<file path="config.mk">
export PLATFORM = sky130hd
export DESIGN_NAME = sss_top
export DESIGN_NICKNAME = d
export VERILOG_FILES = /design/src/verilog/sss_rst_sync.v /design/src/verilog/sss_style_dec.v /design/src/verilog/sss_top.v
export VERILOG_INCLUDE_DIRS = /design/src /design/src/inc
export SDC_FILE = /design/constraint.sdc
export NUM_CORES = 1
export LEC_CHECK = 0
export CAP_MARGIN = 15
export CORE_ASPECT_RATIO = 0.75
export CORE_MARGIN = 2
export CORE_UTILIZATION = 63
export CTS_CLUSTER_DIAMETER = 60
export DETAILED_ROUTE_END_ITERATION = 8
export DONT_BUFFER_PORTS = 1
export PLACE_DENSITY_LB_ADDON = 0.15
export SYNTH_ARGS = -nofsm -noshare
export SYNTH_HDL_FRONTEND = slang
export SYNTH_SLANG_ARGS = --single-unit
</file>
<file path="constraint.sdc">
create_clock -name MCLK -period 4.1 [get_ports MCLK]
set_clock_uncertainty 0.2 [all_clocks]
set_input_delay 0.41 -clock MCLK [delete_from_list [all_inputs] [get_ports MCLK]]
set_output_delay 0.41 -clock MCLK [all_outputs]
set_load 0.02 [all_outputs]
</file>
<file path="src/inc/sss_consts.vh">
// Constants for the software style configuration register block
`ifndef SSS_CONSTS_VH
`define SSS_CONSTS_VH

// Register byte offsets
`define SSS_OFS_STYLE      8'h00
`define SSS_OFS_MIRROR     8'h04
`define SSS_OFS_INIT_HI    8'h08
`define SSS_OFS_BUS_MODE   8'h0C
`define SSS_OFS_STATUS     8'h10

// Field positions in the style register
`define SSS_STYLE_LSB      0
`define SSS_STYLE_MSB      7
`define SSS_WIDE_BIT       8
`define SSS_APAR_BIT       10

// Field position of the high init address byte
`define SSS_INIT_HI_LSB    24
`define SSS_INIT_HI_MSB    31

// Word I/O select position in the bus mode register
`define SSS_WORD_IO_BIT    7

// Buffer parity error flag position in descriptor word 1
`define SSS_BPE_BIT        23

// Style encodings
`define SSS_STYLE_NARROW   8'h00
`define SSS_STYLE_RES1     8'h01
`define SSS_STYLE_WIDE     8'h02
`define SSS_STYLE_BURST    8'h03

// Reset values
`define SSS_RST_STYLE      8'h00
`define SSS_RST_APAR       1'b0
`define SSS_RST_INIT_HI    8'h00
`define SSS_RST_WORD_IO    1'b0

`endif

</file>
<file path="src/verilog/sss_rst_sync.v">
// Two-stage release synchroniser for the asynchronous reset
`timescale 1ns/1ns
module sss_rst_sync (
  // Clock and raw reset
  input  wire clk,
  input  wire arst_n,
  // Synchronised reset
  output wire rst_n
);

  // Release shift chain
  reg stage1_r;    // First stage, read only by second
  reg stage2_r;    // Second stage, used as reset

  // Assert at once, release after two edges
  always @(posedge clk or negedge arst_n) begin
    if (!arst_n) begin
      stage1_r <= 1'b0;
      stage2_r <= 1'b0;
    end else begin
      stage1_r <= 1'b1;
      stage2_r <= stage1_r;
    end
  end

  assign rst_n = stage2_r;

endmodule

</file>
<file path="src/verilog/sss_style_dec.v">
// Decoder from style code to structure width and burst attributes
`timescale 1ns/1ns
`include "sss_consts.vh"
module sss_style_dec (
  // Style code in
  input  wire [7:0] style,
  // Decoded attributes
  output wire       wide,
  output wire       burst,
  output wire       reserved
);

  // Wide structures for every code but the narrow one
  function dec_wide;
    input [7:0] s;
    begin
      dec_wide = (s != `SSS_STYLE_NARROW);
    end
  endfunction

  // Only the known codes are legal
  function dec_res;
    input [7:0] s;
    begin
      dec_res = (s != `SSS_STYLE_NARROW) && (s != `SSS_STYLE_WIDE) &&
                (s != `SSS_STYLE_BURST);
    end
  endfunction

  assign wide     = dec_wide(style);
  assign burst    = (style == `SSS_STYLE_BURST);
  assign reserved = dec_res(style);

endmodule

</file>
<file path="src/verilog/sss_top.v">
// Software style configuration register with alias, parity marking and address high byte
`timescale 1ns/1ns
`include "sss_consts.vh"
// Behaviour
// - Both register names share one storage
// - Reserved bits written zero, read zero here
// - Enabled parity marks buffer error bit 23
// - Enable leaves address and target errors alone
// - Parity enable gated writes, hardware reset clears
// - Width flag one for wide structures
// - Width flag derived, read only, reset zero
// - Narrow mode takes high address byte from init
// - Upper address lines always driven
// - I/O width follows word I/O select only
// - Style field steers structure width and order
// - Style gated writes, reset to 00h
// - Other fields independent of style
// - Style codes 00h, 02h, 03h defined
module sss_top (
  // Clock, reset and enable
  input  wire        MCLK,
  input  wire        ARST_N,
  input  wire        CE,
  // Register port
  input  wire [7:0]  ADDR,
  input  wire [31:0] WDATA,
  input  wire        WR,
  input  wire        RD,
  output wire [31:0] RDATA,
  // Controller run state, same clock
  input  wire        STOP,
  input  wire        SUSPEND_REQ,
  // Descriptor engine master address and parity events
  input  wire [31:0] DMA_ADDR,
  input  wire        DMA_DATA_PERR,
  input  wire        TGT_DATA_PERR,
  input  wire        ADDR_PERR,
  // Master address towards the bus
  output wire [31:0] MASTER_ADDR,
  output wire [7:0]  MASTER_ADDR_HI_OE,
  // Descriptor marking and error report
  output wire        BPE_MARK,
  output wire [31:0] BPE_MASK,
  output wire        PERR_REPORT,
  // Decoded configuration
  output wire        WIDE_STRUCT,
  output wire        BURST_DESC,
  output wire        STYLE_RESERVED,
  output wire [7:0]  STRUCT_STYLE,
  output wire        WORD_IO
);

  // Synchronised reset
  wire rst_n;

  // Stored configuration
  reg  [7:0]  style_r;         // Style field
  reg  [7:0]  style_nxt;       // Style next value
  reg         apar_r;          // Advanced parity mark enable
  reg         apar_nxt;        // Parity enable next value
  reg         wide_r;          // Wide structure flag
  reg         burst_r;         // Burst descriptors
  reg         res_r;           // Reserved style loaded
  reg  [7:0]  init_hi_r;       // High init address byte
  reg  [7:0]  init_hi_nxt;     // Init byte next value
  reg         word_io_r;       // Word I/O select
  reg         word_io_nxt;     // Word I/O next value

  // Output and read flops
  reg  [31:0] rdata_r;         // Read data, one cycle late
  reg  [31:0] rdata_nxt;       // Read data next value
  reg  [31:0] maddr_r;         // Master address out
  reg  [7:0]  hi_oe_r;         // High address drive enable
  reg         bpe_r;           // Buffer parity mark pulse
  reg         perr_r;          // Parity error report pulse

  // Decoder results on the next style
  wire        dec_wide;        // Wide for next style
  wire        dec_burst;       // Burst for next style
  wire        dec_res;         // Reserved next style

  // Access qualifiers
  wire        gate_open;       // Writes allowed
  wire        hit_style;       // Either style name hit

  // Register offset compare
  function is_ofs;
    input [7:0] a;
    input [7:0] o;
    begin
      is_ofs = (a == o);
    end
  endfunction

  // Reset release
  sss_rst_sync u_rst (
    .clk    (MCLK),
    .arst_n (ARST_N),
    .rst_n  (rst_n)
  );

  // Style attributes from the value about to be stored
  sss_style_dec u_dec (
    .style    (style_nxt),
    .wide     (dec_wide),
    .burst    (dec_burst),
    .reserved (dec_res)
  );

  // Gated fields open in stop or suspend only
  assign gate_open = STOP | SUSPEND_REQ;

  // Alias and mirror decode onto one storage
  assign hit_style = is_ofs(ADDR, `SSS_OFS_STYLE) |
                     is_ofs(ADDR, `SSS_OFS_MIRROR);

  // Next values of the style register fields
  always @* begin
    style_nxt = style_r;
    apar_nxt  = apar_r;
    // Permitted write only, others silently dropped
    if (WR && hit_style && gate_open) begin
      style_nxt = WDATA[`SSS_STYLE_MSB:`SSS_STYLE_LSB];
      apar_nxt  = WDATA[`SSS_APAR_BIT];
    end
  end

  // Next values of the neighbouring configuration
  always @* begin
    init_hi_nxt = init_hi_r;
    word_io_nxt = word_io_r;
    // Init byte, always writable, style independent
    if (WR && is_ofs(ADDR, `SSS_OFS_INIT_HI)) begin
      init_hi_nxt = WDATA[`SSS_INIT_HI_MSB:`SSS_INIT_HI_LSB];
    end
    // Bus mode word I/O select
    if (WR && is_ofs(ADDR, `SSS_OFS_BUS_MODE)) begin
      word_io_nxt = WDATA[`SSS_WORD_IO_BIT];
    end
  end

  // Configuration storage, cleared only by hardware reset
  always @(posedge MCLK or negedge rst_n) begin
    if (!rst_n) begin
      style_r   <= `SSS_RST_STYLE;
      apar_r    <= `SSS_RST_APAR;
      wide_r    <= 1'b0;
      burst_r   <= 1'b0;
      res_r     <= 1'b0;
      init_hi_r <= `SSS_RST_INIT_HI;
      word_io_r <= `SSS_RST_WORD_IO;
    end else if (CE) begin
      style_r   <= style_nxt;
      apar_r    <= apar_nxt;
      // Flag tracks the style on the same edge
      wide_r    <= dec_wide;
      burst_r   <= dec_burst;
      res_r     <= dec_res;
      init_hi_r <= init_hi_nxt;
      word_io_r <= word_io_nxt;
    end
  end

  // Read multiplexer
  always @* begin
    rdata_nxt = 32'h00000000;
    if (hit_style) begin
      // Same image through either name
      rdata_nxt[`SSS_STYLE_MSB:`SSS_STYLE_LSB] = style_r;
      rdata_nxt[`SSS_WIDE_BIT] = wide_r;
      rdata_nxt[`SSS_APAR_BIT] = apar_r;
    end else if (is_ofs(ADDR, `SSS_OFS_INIT_HI)) begin
      rdata_nxt[`SSS_INIT_HI_MSB:`SSS_INIT_HI_LSB] = init_hi_r;
    end else if (is_ofs(ADDR, `SSS_OFS_BUS_MODE)) begin
      rdata_nxt[`SSS_WORD_IO_BIT] = word_io_r;
    end else if (is_ofs(ADDR, `SSS_OFS_STATUS)) begin
      // Run state and style attributes
      rdata_nxt[0] = STOP;
      rdata_nxt[1] = SUSPEND_REQ;
      rdata_nxt[2] = burst_r;
      rdata_nxt[3] = res_r;
    end else begin
      // Unmapped offsets read zero
      rdata_nxt = 32'h00000000;
    end
  end

  // Read data stands only in the cycle after the strobe
  always @(posedge MCLK or negedge rst_n) begin
    if (!rst_n) begin
      rdata_r <= 32'h00000000;
    end else if (CE) begin
      if (RD) begin
        rdata_r <= rdata_nxt;
      end else begin
        rdata_r <= 32'h00000000;
      end
    end
  end

  // Master address, high byte from init in narrow mode
  always @(posedge MCLK or negedge rst_n) begin
    if (!rst_n) begin
      maddr_r <= 32'h00000000;
      hi_oe_r <= 8'hFF;
    end else if (CE) begin
      if (wide_r) begin
        maddr_r <= DMA_ADDR;
      end else begin
        maddr_r <= {init_hi_r, DMA_ADDR[23:0]};
      end
      // Drive is independent of the width flag
      hi_oe_r <= 8'hFF;
    end
  end

  // Parity marking and reporting
  always @(posedge MCLK or negedge rst_n) begin
    if (!rst_n) begin
      bpe_r  <= 1'b0;
      perr_r <= 1'b0;
    end else if (CE) begin
      // Mark only master data errors when enabled
      bpe_r  <= apar_r & DMA_DATA_PERR;
      // Report path never looks at the enable
      perr_r <= ADDR_PERR | TGT_DATA_PERR | DMA_DATA_PERR;
    end
  end

  // Register port output
  assign RDATA             = rdata_r;

  // Bus address outputs
  assign MASTER_ADDR       = maddr_r;
  assign MASTER_ADDR_HI_OE = hi_oe_r;

  // Descriptor mark: pulse plus fixed bit mask
  assign BPE_MARK          = bpe_r;
  assign BPE_MASK          = {{8{1'b0}}, bpe_r, {`SSS_BPE_BIT{1'b0}}};
  assign PERR_REPORT       = perr_r;

  // Decoded configuration outputs
  assign WIDE_STRUCT       = wide_r;
  assign BURST_DESC        = burst_r;
  assign STYLE_RESERVED    = res_r;
  assign STRUCT_STYLE      = style_r;
  assign WORD_IO           = word_io_r;

endmodule
</file>
Yosys cells after proc, flatten, opt, wreduce, memory -nomap -nowiden
Index checks and enable logic that the tools add are counted.

storage, ports and cells
  input port bits = 82
  output and inout port bits = 118
  word-level logic and storage cells = 48
  register bits after elaboration = 89

cells by class
  bitwise gates (word level) = 5
  reductions and logical operators = 11
  multiplexer cells = 12
  equality and inequality tests = 7

operators by type and width
  kind                                                  count
  two-way mux 32 bit                                    2
  two-way mux 8 bit                                     3
  two-way mux 21 bit                                    1
  equality test 8 x 4 -> 1 bit (second input constant)  2
  != test 8 x 2 -> 1 bit (second input constant)        2
  two-way mux 9 bit                                     1
  equality test 8 x 2 -> 1 bit (second input constant)  1
  equality test 8 x 3 -> 1 bit (second input constant)  1
  equality test 8 x 5 -> 1 bit (second input constant)  1
  logical NOT 8 bit                                     1
  two-way mux 4 bit                                     2
  nonzero test 8 bit                                    1
  logical AND 1 bit                                     6
  AND reduction 2 bit                                   3
  bitwise OR 1 bit                                      4
  two-way mux 1 bit                                     3
  AND 1 bit                                             1

Longest topological paths before layout
Gate-level depths: netlist (run 1).

  word-level depth = 8
  mapped depth = 5
  mapped depth without buffers = 4

Cells and area by module
From an unflattened synthesis (run 1), not the netlist that was laid out.

second synthesis, totals
  cells, all modules = 274
  area total of the unflattened synthesis = 3528.4 sq um

modules (own cells, without submodules)
  module         instances  area each (sq um)  cells each  seq. area each (sq um)
  sss_top        1          3429.5             264         1826.8
  sss_rst_sync   1          53.8               3           50.0
  sss_style_dec  1          45.0               7           0.0

Worst setup path after synthesis (run 1)
No wires, ideal clock.

  path kind = flip-flop to flip-flop
  start = reg style_r[4], in the netlist STRUCT_STYLE[4]
  end = reg burst_r, in the netlist BURST_DESC
  clock period less this slack = 1946 ps
  setup time = 116 ps
  arrival time = 1631 ps
  required time = 3784 ps
  buffers on the path = 0
  cell stages (with the launch flop) = 5
  setup slack = 2154 ps
  cell sequence = dfrtp_1 -> or4b_2 -> nor4_1 -> nand4_1 -> o311ai_0

on the way
  cells in the longest elaborated chain, start to end = 2

RTL lines
  item                                    line           text
  from (decl)                             sss_top.v:57   reg [7:0] style_r;
  from (signal assigned)                  sss_top.v:145  style_r <= `SSS_RST_STYLE;
  from (signal assigned)                  sss_top.v:153  style_r <= style_nxt;
  two-way mux 8 bit                       sss_top.v:122  if (WR && hit_style && gate_open) begin
  equality test 8 x 2 -> 1 bit (no line)  --
  to (signal assigned)                    sss_top.v:157  burst_r <= dec_burst;
  to (decl)                               sss_top.v:62   reg burst_r;

Every way passes these cells.
A chain may end at the register's enable or synchronous reset.

Final worst setup path (run 1)
Same ends and word-level chain as after synthesis.

==> results of run 1 <==
[layout make-up]
type                    count  area [um2]
repair buffers             21       210.2
inverters                   3       11.26
clock inverters             3       15.01
well taps                  75       93.84
clock buffers              13       138.9
fillers                   399        1658
flip-flops and latches     75        1881
multi-input cells         192        1345
[metal layers]
metal | vias to the layer above | share of wire
met5 | - | 0
met4 | 0 | 0.0058
met3 | 6 | 0.13
met2 | 128 | 0.47
met1 | 991 | 0.40
li1 | 919 | -
[stage by stage]
stage | power, mW | hold slack (ns) | cell area, um2 | cells
after global routing | 1.543 | -0.001389 | 3695 | 382
after detailed placement | 1.013 | -0.08552 | 3331 | 345
final | 1.478 | 0.01715 | 3695 | 382
after floorplan | 1.034 | -0.08559 | 3686 | 334
after global placement | 1.007 | -0.08553 | 3331 | 345
after CTS | 1.481 | 0.0002405 | 3565 | 369
[Yosys cell counts, types with 2 or more instances]
| cell | count |
|---|---|
| buf_4 | 54 |
| o21ai_0 | 2 |
| buf_2 | 2 |
| a21o_1 | 4 |
| inv_1 | 3 |
| nor3_1 | 7 |
| a22o_1 | 13 |
| clkbuf_1 | 6 |
| mux2_4 | 8 |
| a21oi_1 | 13 |
| nand3_1 | 3 |
| nand4_1 | 2 |
| nand2b_1 | 2 |
| and2b_1 | 3 |
| a311oi_1 | 2 |
| dfrtp_1 | 75 |
| nand2_1 | 6 |
| mux2i_1 | 8 |
| nor4b_1 | 2 |
| conb_1 | 2 |
| nor2_1 | 14 |
| nor4_1 | 2 |
| mux2_2 | 35 |
| nor2b_1 | 3 |
[critical path, stage by stage, from the launching register on]
cell and delay (ns):
dfrtp_1 0.49, or4b_2 0.69, nor4_1 0.38, nand4_1 0.15, o311ai_0 0.12
[sequential cells by signal, summed over array words and instances, names as in the netlist]
signal,flops
MASTER_ADDR,32
u_rst.stage1_r,1
WIDE_STRUCT,1
u_rst.rst_n,1
RDATA,18
apar_r,1
init_hi_r,8
BURST_DESC,1
BPE_MARK,1
STYLE_RESERVED,1
PERR_REPORT,1
STRUCT_STYLE,8
WORD_IO,1
[power by group through the flow]
stage | clock [mW] | sequential (mW) | combinational [mW]
final | 0.461 | 0.884 | 0.133
after global routing | 0.506 | 0.892 | 0.145
after CTS | 0.475 | 0.885 | 0.121
after detailed placement | 0 | 0.899 | 0.113
after global placement | 0 | 0.897 | 0.110
after floorplan | 0 | 0.876 | 0.158
[how the worst max path moves through the flow]
| stage | slack [ns] | end | cells after the start |
|---|---|---|---|
| finish | 1.96 | BURST_DESC | 4 |
| global route | 1.86 | BURST_DESC | 4 |
| CTS | 2.00 | BURST_DESC | 4 |
| detailed placement | 1.91 | init_hi_r[7] | 4 |
| global placement | 1.92 | init_hi_r[5] | 4 |
| floorplan | 1.66 | BPE_MARK | 0 |
[cell families (layout without fill, tap and decap cells)]
kind of cell,Yosys count,after routing,synth area share
buffers and inverters,67,40,0.1330
DFF,75,75,0.5376
other,2,54,0.002151
muxes,51,51,0.1703
and+or+nand+nor,50,50,0.08172
AOI/OAI and AO/OA,37,37,0.07527
==> results.md, run 1 <==
- Starting density of the core: 0.6522
- LEAKAGE: 1.762 nW
- Sw frac: 0.2831
- Routed WL: 7025 um
- Yosys reg bits: 75
- Total grt overflow: 0
- Mapped Avg Cell Area: 12.38 um2
- Layout cells sized above 1: 0.1987
- Distinct cells, synth: 35
- Nets: 384
- Worst Hold Depth: 1
- Clock share of power: 0.312
- Setup slack after placement: 1.905 ns
- Root buf cell: clkbuf_8
- Sink Count: 75
- R2r setup slk: 1.96 ns
- Clock buffer depth: 2
- Final min period: 2.141 ns
- Final setup viols: 0
- Rel. slew slack: 0.4051
- First-pass GRT wire length: 10,240 um
- Kind of critical path: flip-flop to flip-flop
- Met1 Use GR: 0.2616
- Final WS setup: 1.959 ns
- Ys async rst share: 1.000
- Met2 Track Usage GR: 0.3532
- Diode count: 0
- Max-cap violations: 0
- Remaining DRCs: 0
- Comb pwr share: 0.090
- R2R Path End: BURST_DESC
- Most common cell after layout, fill and taps aside: dfrtp_1
- Data required, critical path: 4.12 ns
- Final RePlAce weighted congestion: 0.7817
- HP Class: primary input to flip-flop
- Hold path endpoint: MASTER_ADDR[22]
- Worst-Margin Slew: 0.8924 ns
- CTS buffer count: 9
- Most frequent cells in the layout: dfrtp_1 (74), conb_1 (54), mux2_2 (35), dlygate4sd3_1 (21), nor2_1 (14)
- Post-Syn Area: 0.003491 mm2
- Sequential Power Share: 0.598
- R2R cell count: 4
- Die ar.: 0.006159 mm2
- Gate Count Post-Synth: 282
- Fin. Hold Viols: 0
- Post-cts repair resize count: 0
- Reg clk slew, reported paths: 0.07 ns
- Worst-Skew Late Latency: 0.34 ns
- Initial antenna violation count: 0
- Worst Setup Start Kind: flip-flop
- Launch point of the worst path: STRUCT_STYLE[4]
- HPWL after DPL: 4884 um
- DIE WIDTH: 89.96 um
- Gr usage total: 0.2230
- Worst Setup End Kind: flip-flop
- Ports placed on the boundary: 200
- Status: completed
- RSZ-0062 raised after global routing: no
- Synth top area share: 0.5376
- Largest cells by area after synthesis: dfrtp_1 (54%), buf_4 (12%), mux2_2 (11%), mux2_4 (3.4%), a22o_1 (3.3%)
- Final TNS setup: 0 ns
- Post-route clock period utilization: 0.5223
- Max rail drop VDD: 0.2486 mV
- Via count: 2,044
- Max FO, Critical Path: 4
- Post-DRT Antenna Nets: 0
- Sw Pwr: 418.3 uW
- Core ar.: 0.005353 mm2
- Vias in the first global route: 1,944
- Top_reg_cell synth: dfrtp_1
- DRT iter0 DRCs: 96
- Reg2reg start: STRUCT_STYLE[4]
- Synth warn: 0
- M3 GR Usage: 0.1311
- Routed length per instance: 18.39 um
- Largest net degree at the start of global routing: 74
- Max Slew Vio Count: 0
- Register area share after synthesis: 0.5376
- Internal power: 1.059 mW
- Yosys top cell by area: dfrtp_1
- Busiest grt layer: met2
- Final Core Density: 0.6903
- H-tree depth: 3
- Setup Buffers After CTS: 0
- CP Data Arrival Time: 2.16 ns
- CTS tree: done
- Hold_sp: DMA_ADDR[22]
- Quantity of I/O buffers inserted on ports: 0
- Pwr dens: 399.9 mW/mm2
- Post-DR vias/cell: 5.351
- Cts hold-fix bufs: 8
- Post-synth EDFFs: 0
- Die H: 68.47 um
- # rows: 23
- Drt pass-1 iters: 4
- Area grow syn2layout: 5.842%
- Fmax: 0.4670 GHz
Note: power is estimated with default switching activity, not from simulation.
==> run 2, diff against run 1 <==
--- a/config.mk
+++ b/config.mk
@@ -6,10 +6,11 @@
 export SDC_FILE = /design/constraint.sdc
 export NUM_CORES = 1
 export LEC_CHECK = 0
+export ABC_AREA = 1
 export CAP_MARGIN = 15
 export CORE_ASPECT_RATIO = 0.75
 export CORE_MARGIN = 2
-export CORE_UTILIZATION = 63
+export CORE_UTILIZATION = 57
 export CTS_CLUSTER_DIAMETER = 60
 export DETAILED_ROUTE_END_ITERATION = 8
 export DONT_BUFFER_PORTS = 1
==> constraint.sdc (replaced) <==
create_clock -name MCLK -period 1.8 [get_ports MCLK]
set_clock_uncertainty 0.2 [all_clocks]
set_input_delay 0.18 -clock MCLK [delete_from_list [all_inputs] [get_ports MCLK]]
set_output_delay 0.18 -clock MCLK [all_outputs]
set_load 0.02 [all_outputs]
==> results.md, run 2 <==
- Crit-path max cell delay: 0.55 ns (was 0.69 ns)
- Post-route clock period utilization: 0.9886
- Initial antenna violation count: 0 (unchanged)
- Crit path top cell by count: nand2_1
- Reg clk slew, reported paths: 0.08 ns (was 0.07 ns)
- Routed length per instance: 16.22 um (was 18.39 um)
- Crit-path leading delay family: simple AND/OR/NAND/NOR gates (unchanged)
- Area grow syn2layout: 32.38% (was 5.842%)
- DIE WIDTH: 95.78 um (was 89.96 um)
- LEAKAGE: 2.429 nW (was 1.762 nW)
- Yosys top cell by area: dfrtp_1 (unchanged)
- Max FO, Critical Path: 8 (was 4)
- Post-DR vias/cell: 5.061 (was 5.351)
- Remaining DRCs: 0 (unchanged)
- Cell area after layout: 0.004767 mm2 (was 0.003695 mm2)
- Die ar.: 0.006976 mm2 (was 0.006159 mm2)
- Most common cell after layout, fill and taps aside: nand2_1 (was dfrtp_1)
- Routed WL: 9844 um (was 7025 um)
- Max reg flops: 32 (unchanged)
- Final hold slack: 0.05899 ns (was 0.01715 ns)
- Data required, critical path: 1.89 ns (was 4.12 ns)
- Max rail drop VDD: 0.5698 mV (was 0.2486 mV)
- Worst Setup End Kind: flip-flop (unchanged)
- R2r setup slk: 0.25 ns (was 1.96 ns)
- Crit path depth: 11 (was 4)
- Root buf cell: clkbuf_8 (unchanged)
- Final setup viols: 0 (unchanged)
- Die H: 72.84 um (was 68.47 um)
- Ys async rst share: 1.000 (unchanged)
- Layout cells sized above 1: 0.1008 (was 0.1987)
- H-tree depth: 3 (unchanged)
- Ports placed on the boundary: 200 (unchanged)
- CTS tree: done (unchanged)
- Launch point of the worst path: WR (was STRUCT_STYLE[4])
- HPWL after DPL: 5731 um (was 4884 um)
- Worst-Skew Late Latency: 0.35 ns (was 0.34 ns)
- Gr usage total: 0.2923 (was 0.2230)
- CP bufs+invs: 3 (was 0)
- Vias in the first global route: 3,047 (was 1,944)
- Post-Syn Area: 0.003601 mm2 (was 0.003491 mm2)
- Status: completed (unchanged)
- Placed cell areas: 0.003547 mm2 (was 0.003331 mm2)
- Drt pass-1 iters: 5 (was 4)
- Via count: 3,072 (was 2,044)
- Synth warn: 0 (unchanged)
- DRT iter0 DRCs: 167 (was 96)
- Reg2reg start: STRUCT_STYLE[7] (was STRUCT_STYLE[4])
- Cells along the critical path: dlygate4sd3_1 -> inv_1 -> nor2_1 -> nand3_1 -> nand2_1 -> nand2_1 -> nand2_1 -> inv_1 -> o21ai_0 -> nand2_1 -> nand2_1 (was or4b_2 -> nor4_1 -> nand4_1 -> o311ai_0)
- Worst Setup Start Kind: primary input (was flip-flop)
- Max-cap violations: 0 (unchanged)
- Top_reg_cell synth: dfrtp_1 (unchanged)
- Rel. slew slack: 0.6448 (was 0.4051)
- Total grt overflow: 0 (unchanged)
- Distinct cells, synth: 28 (was 35)
- Yosys reg bits: 75 (unchanged)
- Post-DRT Antenna Nets: 0 (unchanged)
- Final RePlAce weighted congestion: 0.8911 (was 0.7817)
- CTS buffer count: 9 (unchanged)
- First-pass GRT wire length: 15,090 um (was 10,240 um)
- Total power: 4.036 mW (was 1.478 mW)
- Final min period: 1.779 ns
- Synth top area share: 0.5212 (was 0.5376)
- Final Core Density: 0.7697 (was 0.6903)
- Starting density of the core: 0.5814 (was 0.6522)
- Max Slew Vio Count: 0 (unchanged)
- Pwr dens: 846.7 mW/mm2 (was 399.9 mW/mm2)
- # rows: 25 (was 23)
- Most frequent cell after synthesis: nand2_1 (was dfrtp_1)
- R2R cell count: 9 (was 4)
- Post-synth EDFFs: 0 (unchanged)
- Fin. Hold Viols: 0 (unchanged)
- Mapped Avg Cell Area: 8.656 um2 (was 12.38 um2)
- R2R Path End: STYLE_RESERVED (was BURST_DESC)
- Nets: 603 (was 384)
- Most frequent cells after synthesis: nand2_1 (139), dfrtp_1 (75), buf_4 (54) (was dfrtp_1 (75), buf_4 (54), mux2_2 (35))
- Setup Buffers After CTS: 0 (unchanged)
- Diode count: 0 (unchanged)
- Core ar.: 0.006193 mm2 (was 0.005353 mm2)
- Filler Cell Count: 400 (was 399)
- Largest net degree at the start of global routing: 32 (was 74)
- Clock buffer depth: 2 (unchanged)
- Fmax: 0.5620 GHz
- Register area share after synthesis: 0.5212 (was 0.5376)
- Worst Setup EP: STYLE_RESERVED (was BURST_DESC)
- Most frequent cells in the layout: nand2_1 (139), dlygate4sd3_1 (96), dfrtp_1 (74), conb_1 (54), o21ai_0 (31) (was dfrtp_1 (74), conb_1 (54), mux2_2 (35), dlygate4sd3_1 (21), nor2_1 (14))
- CP Data Arrival Time: 1.87 ns (was 2.16 ns)
- Worst-Margin Slew: 0.5311 ns (was 0.8924 ns)
- Sink Count: 75 (unchanged)
- Gate Count Post-Synth: 416 (was 282)
- Slowest CP cell: dlygate4sd3_1 (was or4b_2)
- Largest cells by area after synthesis: dfrtp_1 (52%), nand2_1 (14%), buf_4 (11%), o21ai_0 (4.3%), inv_1 (2.7%) (was dfrtp_1 (54%), buf_4 (12%), mux2_2 (11%), mux2_4 (3.4%), a22o_1 (3.3%))
- HP Class: primary input to flip-flop (unchanged)
- Quantity of I/O buffers inserted on ports: 0 (unchanged)
- Kind of critical path: primary input to flip-flop (was flip-flop to flip-flop)
-- run 2: changes by cell type in the layout (fill, tap and decap cells not counted), sizes merged, moves of 5 or more --
cell / delta
dlygate4sd3: +75
nand2: +136
buf: +15
nor3: -6
o21ai: +38
nor2: +8
inv: +25
nand3: +12
a22o: -9
mux2i: -8
a32o: +5
mux2: -40
a21oi: -12
-- run 2: what timing repair did --
action / 4_1_cts / 5_1_grt
hold buffers: 96 / 1
setup endpoints to repair: 0 / 5
gates resized for setup: 0 / 3
endpoints found under the hold margin: 67 / 2
-- run 2: layout make-up --
type	instances	area, um2	area share
Clock inverter	7	101.3	0.02126
Clock buffer	9	123.9	0.02598
Sequential cell	75	1881	0.3945
Inverter	28	105.1	0.02205
Multi-Input combinational cell	296	1356	0.2845
Timing Repair Buffer	111	1099	0.2304
Tap cell	81	101.3	0.02126
-- run 2: cell families (layout without fill, tap and decap cells) --
group | Yosys count | after routing | share of synthesized area
flip-flops | 75 | 75 | 0.5212
AO/OA/AOI/OAI | 52 | 52 | 0.09277
AND/OR/NAND/NOR | 187 | 187 | 0.2144
other | 2 | 54 | 0.002086
buffers and inverters | 97 | 155 | 0.1602
multiplexers | 3 | 3 | 0.009381
-- run 2: tightest hold or removal path, cell delays in order --
cell,delay [ns]
buf_12,0.14
nand2_1,0.10
a21oi_1,0.05
nand2_1,0.06
nand2_1,0.04
-- run 2: worst min-delay path by stage --
| stage | from | depth (start not counted) | end |
|---|---|---|---|
| detailed placement | ARST_N | 0 | u_rst.stage1_r |
| global placement | ARST_N | 0 | u_rst.stage1_r |
| finish | CE | 5 | RDATA[0] |
| floorplan | ARST_N | 0 | u_rst.rst_n |
| CTS | ADDR[3] | 3 | RDATA[7] |
| global route | CE | 5 | RDATA[0] |
-- run 2: where the power goes --
group          switching, mW  internal, mW
combinational          0.344         0.231
clock                  0.642         0.789
sequential             0.235          1.79
total                   1.22          2.81
-- run 2: per-stage QoR --
step	setup slack, ns	cells	setup TNS [ns]
floorplan	0.2727	468	0
global placement	0.1478	494	0
detailed placement	0.1242	494	0
CTS	0.07656	606	0
global route	-0.01848	607	-0.01848
finish	0.02059	607	0
-- run 2: routing by layer --
metal,up-vias,wire (um),global-route usage
met5,-,0,0
li1,1413,-,-
met3,34,888,0.08781
met2,173,4981,0.4926
met4,0,284,0.1238
met1,1452,3689,0.3505
==> run 3, diff against run 2 <==
--- a/config.mk
+++ b/config.mk
@@ -10,7 +10,7 @@
 export CAP_MARGIN = 15
 export CORE_ASPECT_RATIO = 0.75
 export CORE_MARGIN = 2
-export CORE_UTILIZATION = 57
+export CORE_UTILIZATION = 35
 export CTS_CLUSTER_DIAMETER = 60
 export DETAILED_ROUTE_END_ITERATION = 8
 export DONT_BUFFER_PORTS = 1
==> results.md, run 3 (synthesis gave the netlist of run 2 again) <==
- Core ar.: 0.01013 mm2 (was 0.006193 mm2)
- Crit path top cell by count: o21ai_0 (was nand2_1)
- Max Slew Vio Count: 0 (unchanged)
- Final Core Density: 0.4915 (was 0.7697)
- Ports placed on the boundary: 200 (unchanged)
- CP Data Arrival Time: 1.72 ns (was 1.87 ns)
- First-pass GRT wire length: 15,330 um (was 15,090 um)
- Layout cells sized above 1: 0.1038 (was 0.1008)
- Crit-path leading delay family: buffers and inverters (was simple AND/OR/NAND/NOR gates)
- Fin. Hold Viols: 0 (unchanged)
- CP bufs+invs: 2 (was 3)
- Max-cap violations: 0 (unchanged)
- Final hold slack: 0.004879 ns (was 0.05899 ns)
- Final min period: 1.716 ns (was 1.779 ns)
- Initial antenna violation count: 0 (unchanged)
- DIE WIDTH: 121.1 um (was 95.78 um)
- Worst Setup Start Kind: flip-flop (was primary input)
- Worst-Skew Late Latency: 0.33 ns (was 0.35 ns)
- Clock share of power: 0.407 (was 0.354)
- Area grow syn2layout: 38.26% (was 32.38%)
- Cell area after layout: 0.004979 mm2 (was 0.004767 mm2)
- Cells along the critical path: buf_4 -> o21ai_0 -> o21ai_0 -> dlygate4sd3_1 (was dlygate4sd3_1 -> inv_1 -> nor2_1 -> nand3_1 -> nand2_1 -> nand2_1 -> nand2_1 -> inv_1 -> o21ai_0 -> nand2_1 -> nand2_1)
- RSZ-0062 raised after global routing: no
- Most frequent cells in the layout: nand2_1 (139), dlygate4sd3_1 (97), dfrtp_1 (73), conb_1 (54), o21ai_0 (30) (was nand2_1 (139), dlygate4sd3_1 (96), dfrtp_1 (74), conb_1 (54), o21ai_0 (31))
- Drt pass-1 iters: 4 (was 5)
- Final RePlAce weighted congestion: 0.7595 (was 0.8911)
- Die ar.: 0.01112 mm2 (was 0.006976 mm2)
- Routed length per instance: 14.87 um (was 16.22 um)
- Nets: 607 (was 603)
- Max reg flops: 32 (unchanged)
- Die H: 91.84 um (was 72.84 um)
- Total grt overflow: 0 (unchanged)
- Status: completed (unchanged)
- Comb pwr share: 0.133 (was 0.142)
- Reg clk slew, reported paths: 0.06 ns (was 0.08 ns)
- # rows: 32 (was 25)
- Clock buffer depth: 2 (unchanged)
- Sw Pwr: 1.213 mW (was 1.222 mW)
- Fmax: 0.5826 GHz (was 0.5620 GHz)
- CTS tree: done (unchanged)
- Crit-path max cell delay: 0.55 ns (about the same)
- Data required, critical path: 1.81 ns (was 1.89 ns)
- Slowest CP cell: dlygate4sd3_1 (unchanged)
- DRT iter0 DRCs: 107 (was 167)
- Vias in the first global route: 2,971 (was 3,047)
- Quantity of I/O buffers inserted on ports: 0 (unchanged)
- LEAKAGE: 2.493 nW (was 2.429 nW)
- Routed WL: 9901 um (was 9844 um)
- Placed cell areas: 0.003649 mm2 (was 0.003547 mm2)
- Sequential Power Share: 0.460 (was 0.503)
- Post-route clock period utilization: 0.9535 (was 0.9886)
- Post-DRT Antenna Nets: 0 (unchanged)
- Final setup viols: 0 (unchanged)
- Pwr dens: 885.2 mW/mm2 (was 846.7 mW/mm2)
- H-tree depth: 3 (unchanged)
- R2R cell count: 4 (was 9)
- HP Class: primary input to flip-flop (unchanged)
- Final TNS setup: 0 ns (unchanged)
- Max FO, Critical Path: 7 (was 8)
- Total power: 4.407 mW (was 4.036 mW)
- Worst Setup End Kind: flip-flop (unchanged)
- Remaining DRCs: 0 (unchanged)
- Sink Count: 75 (unchanged)
- Internal power: 3.194 mW (was 2.815 mW)
- Largest net degree at the start of global routing: 29 (was 32)
- Starting density of the core: 0.3555 (was 0.5814)
- CTS buffer count: 9 (unchanged)
- Root buf cell: clkbuf_16 (was clkbuf_8)
- Via count: 2,959 (was 3,072)
- Gr usage total: 0.1795 (was 0.2923)
- Max rail drop VDD: 0.5367 mV (was 0.5698 mV)
- Crit path depth: 4 (was 11)
- Sw frac: 0.2752 (was 0.3027)
- Kind of critical path: flip-flop to flip-flop (was primary input to flip-flop)
- Post-DR vias/cell: 4.443 (was 5.061)
- Most common cell after layout, fill and taps aside: nand2_1 (unchanged)
- Worst Hold Depth: 3 (was 5)
- HPWL after DPL: 6095 um (was 5731 um)
- Diode count: 0 (unchanged)
[run 3: layout make-up]
class | count | area, um2
Fill cell | 925 | 5151
Sequential cell | 75 | 1882
Multi-Input combinational cell | 296 | 1354
Timing Repair Buffer | 115 | 1169
Clock buffer | 14 | 264.0
Tap cell | 136 | 170.2
Inverter | 28 | 105.1
Clock inverter | 2 | 35.03
[run 3: timing repair]
action                                  4_1_cts  5_1_grt
resized for setup                             0        6
hold endpoints to repair                     64        0
buffers inserted                              0        2
endpoints found under the setup margin        0        8
hold buffers                                 98        0
[run 3: metal layers]
metal / track usage / vias to the layer above / routed length, um
met5: 0 / - / 0
met4: 0.04457 / 0 / 80
met3: 0.07276 / 8 / 955
met2: 0.2926 / 115 / 4610
met1: 0.2217 / 1416 / 4254
li1: - / 1420 / -
[run 3: through the flow]
step | setup WS [ns] | cells
2_1_floorplan | 0.2727 | 468
3_3_place_gp | 0.1737 | 550
3_5_place_dp | 0.1566 | 550
4_1_cts | 0.04672 | 664
5_1_grt | 0.009531 | 666
6_report | 0.08364 | 666
[run 3: final timing paths]
check	start	to	slack (ns)
worst max-delay path	WIDE_STRUCT	MASTER_ADDR[28]	0.08
worst min-delay path	CE	MASTER_ADDR[29]	0.005
worst max register to register	WIDE_STRUCT	MASTER_ADDR[28]	0.08
worst min register to register	u_rst.rst_n	MASTER_ADDR[2]	0.04
max in group asynchronous	ARST_N	u_rst.rst_n	0.81
min in group asynchronous	u_rst.rst_n	MASTER_ADDR[2]	0.04
[run 3: worst register-to-register path: stages (launching register included)]
cell           delay, ns
dfrtp_2             0.45
buf_4               0.20
o21ai_0             0.13
o21ai_0             0.08
dlygate4sd3_1       0.55
[run 3: power groups by stage]
| stage | registers [mW] | clock network [mW] | logic [mW] |
|---|---|---|---|
| after floorplan | 2.04 | 0 | 0.383 |
| after global placement | 2.06 | 0 | 0.392 |
| after detailed placement | 2.06 | 0 | 0.397 |
| after CTS | 2.03 | 1.86 | 0.576 |
| after global routing | 2.05 | 1.93 | 0.650 |
| final | 2.03 | 1.79 | 0.584 |
